### src/hw/cuer_pkg.sv
// Operation
// - Frame type: none, single, double-adjacent, uncorrectable
// - Column type adds cross-frame double-adjacent codes
// - Column check alerts, then frame check locates
// - Locatable upset gives two ordered alert pulses
// - Alert high from detection until report ready
// - Report final only after second pulse falls
// - Unlocatable upset gives a single alert pulse
// - Report readable by core and JTAG shift
// - Scrubbing corrects correctable upsets automatically
// - Report is 78 bits with listed fields
// - Update registers load then shift when enabled
package cuer_pkg;

    // ************************************************
    // Report layout
    // ************************************************
    localparam int REPORT_W      = 78;
    localparam int FRAME_ADDR_LSB = 0;
    localparam int FRAME_ADDR_W  = 16;
    localparam int COL_DW_LSB    = 16;
    localparam int COL_DW_W      = 2;
    localparam int COL_BIT_LSB   = 18;
    localparam int COL_BIT_W     = 5;
    localparam int COL_TYPE_LSB  = 23;
    localparam int SYND_LSB      = 26;
    localparam int SYND_W        = 32;
    localparam int FRM_DW_LSB    = 58;
    localparam int FRM_DW_W      = 10;
    localparam int FRM_BIT_LSB   = 68;
    localparam int FRM_TYPE_LSB  = 73;
    localparam int RSVD_LSB      = 76;
    localparam int COL_UPD_LSB   = 77;
    localparam int TYPE_W        = 3;

    // ************************************************
    // Error type codes
    // ************************************************
    localparam logic [2:0] TYPE_NONE    = 3'h0;
    localparam logic [2:0] TYPE_SINGLE  = 3'h1;
    localparam logic [2:0] TYPE_DADJ    = 3'h2;
    localparam logic [2:0] TYPE_XFRM_A  = 3'h4;
    localparam logic [2:0] TYPE_XFRM_B  = 3'h6;
    localparam logic [2:0] TYPE_UNCORR  = 3'h7;

    // ************************************************
    // Timing and reset values
    // ************************************************
    localparam int UPDATE_DELAY  = 1;
    localparam int FRAME_LOC_CYC = 4;
    localparam int SCRUB_CYC     = 4;
    localparam int ALERT_GAP_CYC = 2;
    localparam logic [77:0] REPORT_RST = 78'h0;

endpackage : cuer_pkg

### src/hw/cuer_shift.sv
// Update register plus shift register for one reading port
module cuer_shift #(
    parameter int W = cuer_pkg::REPORT_W
) (
    // Clock and reset
    input  wire logic         clk,
    input  wire logic         nrst,
    // Report source
    input  wire logic [W-1:0] report,
    input  wire logic         report_valid,
    // Reader side
    input  wire logic         upd_en,
    input  wire logic         load,
    input  wire logic         shift,
    output logic              sdo
);

    typedef struct packed {
        logic [W-1:0] upd;
        logic         pend;
        logic [W-1:0] sh;
    } cuer_sh_t;

    cuer_sh_t st;
    cuer_sh_t next_st;

    // ************************************************
    // Update and shift logic
    // ************************************************
    always_comb begin
        next_st = st;
        if (st.pend && !upd_en) begin
            next_st.upd  = report;
            next_st.pend = 1'b0;
        end
        if (report_valid) begin
            next_st.pend = 1'b1;  // Load one cycle after validation
        end
        if (load && upd_en) begin
            next_st.sh = st.upd;
        end else if (shift) begin
            next_st.sh = {1'b0, st.sh[W-1:1]};  // LSB first
        end
    end

    always_ff @(posedge clk or negedge nrst) begin
        if (!nrst) begin
            st <= '0;
        end else begin
            st <= next_st;
        end
    end

    assign sdo = st.sh[0];

endmodule : cuer_shift

### src/hw/cuer_top.sv
// Upset reporting: alert sequencing, report capture, scrub and readout
module cuer_top (
    // Clock and reset
    input  wire logic        SYS_CLK,
    input  wire logic        NRST,
    // Column check result (from check engines, same clock)
    input  wire logic        COL_DETECT,
    input  wire logic [2:0]  COL_TYPE,
    input  wire logic [15:0] COL_FRAME,
    input  wire logic [1:0]  COL_DW,
    input  wire logic [4:0]  COL_BIT,
    input  wire logic        COL_UPD_ERR,
    // Frame check result
    input  wire logic        FRM_DONE,
    input  wire logic [2:0]  FRM_TYPE,
    input  wire logic [9:0]  FRM_DW,
    input  wire logic [4:0]  FRM_BIT,
    input  wire logic [31:0] FRM_SYND,
    // Scrubbing
    input  wire logic        SCRUB_EN,
    output logic             SCRUB_REQ,
    output logic             BUSY,
    // Alert
    output logic             UPSET_ALERT,
    // Core shift port
    input  wire logic        CORE_UPD_EN,
    input  wire logic        CORE_LOAD,
    input  wire logic        CORE_SHIFT,
    output logic             CORE_SDO,
    // JTAG shift port (report_shift_instruction selected)
    input  wire logic        JTAG_SEL,
    input  wire logic        JTAG_UPD_EN,
    input  wire logic        JTAG_LOAD,
    input  wire logic        JTAG_SHIFT,
    output logic             JTAG_SDO
);

    typedef enum {S_IDLE, S_COL_ALERT, S_GAP, S_FRM_ALERT, S_SCRUB} cuer_state_t;

    typedef struct packed {
        cuer_state_t  state;
        logic [77:0]  report;
        logic         alert;
        logic         valid;
        logic         scrub;
        logic [3:0]   cnt;
    } cuer_st_t;

    cuer_st_t st;
    cuer_st_t next_st;

    // Correctable when not uncorrectable and not clean
    function automatic logic correctable(input logic [2:0] t);
        correctable = (t != cuer_pkg::TYPE_NONE) && (t != cuer_pkg::TYPE_UNCORR);
    endfunction : correctable

    // ************************************************
    // Alert sequencer
    // ************************************************
    always_comb begin
        next_st       = st;
        next_st.valid = 1'b0;
        next_st.scrub = 1'b0;
        case (st.state)
            S_IDLE: begin
                if (COL_DETECT) begin
                    next_st.alert = 1'b1;  // immediate alert
                    next_st.report[cuer_pkg::FRAME_ADDR_LSB +: cuer_pkg::FRAME_ADDR_W]
                        = COL_FRAME;
                    next_st.report[cuer_pkg::COL_DW_LSB +: cuer_pkg::COL_DW_W] = COL_DW;
                    next_st.report[cuer_pkg::COL_BIT_LSB +: 5] = COL_BIT;
                    next_st.report[cuer_pkg::COL_TYPE_LSB +: cuer_pkg::TYPE_W] = COL_TYPE;
                    next_st.report[cuer_pkg::COL_UPD_LSB] = COL_UPD_ERR;
                    next_st.report[cuer_pkg::RSVD_LSB] = 1'b0;
                    next_st.cnt   = 4'(cuer_pkg::FRAME_LOC_CYC);
                    next_st.state = S_COL_ALERT;
                end
            end
            S_COL_ALERT: begin
                // Hold alert until column part ready
                if (st.cnt != 4'h0) begin
                    next_st.cnt = st.cnt - 4'h1;
                end else begin
                    next_st.alert = 1'b0;
                    next_st.valid = 1'b1;
                    if (st.report[cuer_pkg::COL_TYPE_LSB +: 3] == cuer_pkg::TYPE_UNCORR) begin
                        next_st.state = S_IDLE;
                    end else begin
                        next_st.cnt   = 4'(cuer_pkg::ALERT_GAP_CYC);
                        next_st.state = S_GAP;
                    end
                end
            end
            S_GAP: begin
                if (st.cnt != 4'h0) begin
                    next_st.cnt = st.cnt - 4'h1;
                end else begin
                    next_st.alert = 1'b1;
                    next_st.state = S_FRM_ALERT;
                end
            end
            S_FRM_ALERT: begin
                // Report final at this falling edge
                if (FRM_DONE) begin
                    next_st.report[cuer_pkg::FRM_TYPE_LSB +: cuer_pkg::TYPE_W] = FRM_TYPE;
                    next_st.report[cuer_pkg::FRM_DW_LSB +: cuer_pkg::FRM_DW_W] = FRM_DW;
                    next_st.report[cuer_pkg::FRM_BIT_LSB +: 5] = FRM_BIT;
                    next_st.report[cuer_pkg::SYND_LSB +: cuer_pkg::SYND_W] = FRM_SYND;
                    next_st.alert = 1'b0;
                    next_st.valid = 1'b1;
                    if (SCRUB_EN && correctable(FRM_TYPE)) begin
                        next_st.cnt   = 4'(cuer_pkg::SCRUB_CYC);
                        next_st.scrub = 1'b1;
                        next_st.state = S_SCRUB;
                    end else begin
                        next_st.state = S_IDLE;
                    end
                end
            end
            S_SCRUB: begin
                // Detection paused while the flipped bit is rewritten
                if (st.cnt != 4'h0) begin
                    next_st.cnt = st.cnt - 4'h1;
                end else begin
                    next_st.state = S_IDLE;
                end
            end
            default: begin
                next_st.state = S_IDLE;
            end
        endcase
    end

    always_ff @(posedge SYS_CLK or negedge NRST) begin
        if (!NRST) begin
            st <= '{state: S_IDLE, report: cuer_pkg::REPORT_RST, default: '0};
        end else begin
            st <= next_st;
        end
    end

    assign UPSET_ALERT = st.alert;
    assign SCRUB_REQ   = st.scrub;
    assign BUSY        = (st.state != S_IDLE);

    // ************************************************
    // Readout ports
    // ************************************************
    // Core-side shift path
    cuer_shift #(.W(cuer_pkg::REPORT_W)) u_core (
        .clk          (SYS_CLK),
        .nrst         (NRST),
        .report       (st.report),
        .report_valid (st.valid),
        .upd_en       (CORE_UPD_EN),
        .load         (CORE_LOAD),
        .shift        (CORE_SHIFT),
        .sdo          (CORE_SDO)
    );

    // JTAG shift path, gated by instruction
    cuer_shift #(.W(cuer_pkg::REPORT_W)) u_jtag (
        .clk          (SYS_CLK),
        .nrst         (NRST),
        .report       (st.report),
        .report_valid (st.valid),
        .upd_en       (JTAG_UPD_EN),
        .load         (JTAG_LOAD && JTAG_SEL),
        .shift        (JTAG_SHIFT && JTAG_SEL),
        .sdo          (JTAG_SDO)
    );

endmodule : cuer_top

### config.mk
export PLATFORM = sky130hd
export DESIGN_NAME = cuer_top
export DESIGN_NICKNAME = d
export VERILOG_FILES = /design/src/hw/cuer_pkg.sv /design/src/hw/cuer_shift.sv /design/src/hw/cuer_top.sv
export SDC_FILE = /design/constraint.sdc
export NUM_CORES = 1
export LEC_CHECK = 0
export BUFFER_PORTS_ARGS = -buffer_cell sky130_fd_sc_hd__clkbuf_2
export CAP_MARGIN = 30
export CORE_AREA = 2 2 218 177
export CTS_CLUSTER_DIAMETER = 60
export CTS_CLUSTER_SIZE = 8
export DETAILED_ROUTE_END_ITERATION = 8
export DIE_AREA = 0 0 220 179
export HOLD_SLACK_MARGIN = 0.15
export REMOVE_ABC_BUFFERS = 1
export SLEW_MARGIN = 20
export SYNTH_ARGS = -nofsm -noshare
export SYNTH_HDL_FRONTEND = slang
export SYNTH_SLANG_ARGS = --single-unit
### constraint.sdc
create_clock -name SYS_CLK -period 2.2 [get_ports SYS_CLK]
set_clock_uncertainty 0.1 [all_clocks]
set_input_delay 0.11 -clock SYS_CLK [delete_from_list [all_inputs] [get_ports SYS_CLK]]
set_output_delay 0.11 -clock SYS_CLK [all_outputs]
set_load 0.01 [all_outputs]
==> results.yml <==
timing:
  rsz0062_at_grt: "false"
  finalCriticalPeriod_ns: 2.09
  worst_slew_pin_slew_ns: 0.582
  worst_hold_slack_ns: 0.218
  relSlewSlack: 0.611
  finalMaxSlewViolations: 0
  clock.fmax_ghz: 0.479
  finalCritPeriodShare: 0.949
  hold_violations: 0
  tns_ns: 0
  setup_viol: 0
grt:
  grt.busiest_layer: "met2"
  antenna_found_initial: 0
  grt.overflow.total: 0
  grt_pass1_wl_um: 54200
  gr-usage-met3: 0.0299
  grt_max_degree: 78
  grt_pass1_vias: 10300
  grt_use_met1: 0.257
  grt_use_total: 0.172
  met2_usage: 0.258
placed_design:
  portBuffers: 93
  gp_congestion: 0.789
  post-dp-hpwl_um: 20100
route:
  remaining_drc_errors: 0
  vias: 9866
  post_drt_via_cell_ratio: 5.07
  wirelength_um: 32300
  dr.pass1.iters: 5
  drtAntennaViolNets: 0
  drt_iter0_drc: 426
  wl_per_cell_um: 16.6
floorplan:
  start_util: 0.443
  fp-row-count: 64
  die_area_um2: 39400
  ios: 94
  die_w_um: 220
  core_area_um2: 37500
  dieHeight_um: 179
pwr:
  powerDensity_nw_per_um2: 1290
  p_total_uw: 26100
  p_clk_frac: 0.279
  seq_power_share: 0.496
  power.internal_uw: 18900
  vdd_drop_max_uv: 648
  swShare: 0.275
  comb_power_share: 0.225
  leakage_uw: 0.00954
  power_switching_uw: 7170
synthesis:
  yosysMostFrequentCell: "dfrtp_1"
  synth.largest_area_cell: "dfrtp_1"
  yosys-top-cells-area: "dfrtp_1 (60%), mux2_2 (12%), mux2i_1 (9.3%)"
  synth_cell_types: 47
  syn_inst: 1253
  ys_ff_latch: 399
  synth_area_um2: 16600
  synthArstFlopShare: 1.00
  synthTopCellsByCount: "dfrtp_1 (399), mux2_2 (184), nand2_1 (163)"
  synth_edf_count: 0
  avgSynthCellArea_um2: 13.2
  synth_top_area_frac: 0.602
  ys_seq_area_frac: 0.602
  synthFlopType: "dfrtp_1"
  yosysWarningCount: 0
worst_setup_path:
  cp_max_fo: 16
  r2r_slack_ns: 0.11
  critical_path_arrival_ns: 2.43
  timing.rr.start: "st[85]"
  startpoint_type: "flop"
  timing.rr.end: "st[1]"
  cp-startpoint: "st[85]"
  cp-end-kind: "flop"
  crit_end: "st[1]"
  criticalPathCategory: "flop to flop"
  r2r_cells: 5
  cp.required_ns: 2.54
run_status:
  status: "completed"
clock_tree:
  cts_tree: "yes"
  htreeDepth: 2
  cts.clk_slew.worst_paths_ns: 0.05
  clockBufferDepth: 3
  clkLatencyLatePin_ns: 0.56
  clock-root-buffer: "clkbuf_16"
  cts_inserted_buffers: 55
  clock_sinks: 399
cells_and_area:
  drive_above_1_share: 0.301
  syn_to_final_growth_pct: 21.8
  fin_nets: 1540
  utilization: 0.539
  antennaDiodeCount: 0
hold_path:
  worst_hold_path_type: "primary input to flop"
run:
  max-cap-violations: 0
## placed cells by master, fill, tap and decap left out, types with 2 or more instances in the layout
cell and n:
or3b_1 2, nor2b_4 3, inv_1 4, nand3_1 4, mux2_2 184, nand2b_1 3, dfrtp_1 399, a21oi_1 4
o22ai_1 2, dlygate4sd3_1 92, mux2_4 50, nor2_1 7, nor2b_1 3, a21o_1 2, o21ai_0 157, mux2i_1 154
clkbuf_16 56, buf_12 20, or3_4 2, ha_1 2, buf_4 16, or3_1 2, nand2_1 162, and2b_2 2
clkbuf_2 91
## what timing repair did
action | CTS | global route
setup endpoints to repair | 1 | 1
resized for setup | 1 | 1
endpoints found under the hold margin | 616 | 0
setup buffers | 0 | 2
hold buffers | 92 | 0
## power groups by stage
stage,logic (µW),clock network (µW),registers (µW)
2_1_floorplan,4650,0,12200
3_5_place_dp,5730,0,13000
6_report,5860,7270,12900
5_1_grt,6570,7820,13400
4_1_cts,5910,7490,13000
3_3_place_gp,5510,0,12900
## worst max-delay path: stages (launching register included)
cell	delay, ns
dfrtp_1	0.61
or3_4	0.25
o21ai_2	0.05
a311o_1	0.36
or2_4	0.30
mux2_4	0.30
## how the worst min path moves through the flow
stage / depth (start not counted) / start / end / slack [ns]
after floorplan: 0 / NRST / SCRUB_REQ / -0.29
after global placement: 1 / NRST / u_jtag.st[85] / 0.02
after detailed placement: 1 / NRST / u_jtag.st[85] / 0.01
after CTS: 3 / COL_FRAME[6] / st[13] / 0.18
after global routing: 3 / FRM_SYND[5] / st[38] / 0.20
final: 3 / FRM_SYND[5] / st[38] / 0.22
## per-layer routing
metal	vias up	routed length, µm
met5	-	0
met3	55	1180
met4	0	571
met1	4912	16400
li1	4755	-
met2	144	14100
## cell type report
cell class                 instances  area, µm²
fill                            3201      17300
inverter                           5       18.8
timing repair buffer             220       1910
sequential                       399       9980
multi-input combinational        768       6240
tap                              495        619
clock inverter                     2       25.0
clock buffer                      57       1410
## flip-flops by register name, summed over array words and instances (netlist names)
name	flops
u_core.sdo	1
u_core.st	155
st	85
u_jtag.sdo	1
SCRUB_REQ	1
UPSET_ALERT	1
u_jtag.st	155
## logic make-up after synthesis
logic type               Yosys count  share of synthesized area
AO/OA/AOI/OAI                    177                     0.0563
XOR/XNOR                           1                   0.000528
adder cells (fa/ha/maj)            2                    0.00151
buffers and inverters             86                     0.0250
flip-flops                       399                      0.602
multiplexers                     388                      0.263
AND/OR/NAND/NOR                  200                     0.0518
## metrics by stage
stage,instances,cell area [µm²],setup slack [ns]
2_1_floorplan,1172,16200,-2.29
3_3_place_gp,1793,17800,0.0878
3_5_place_dp,1793,17800,0.0279
4_1_cts,1944,20200,0.0520
5_1_grt,1946,20200,0.0143
6_report,1946,20200,0.113
No activity file was read; power rests on OpenSTA's default activity.
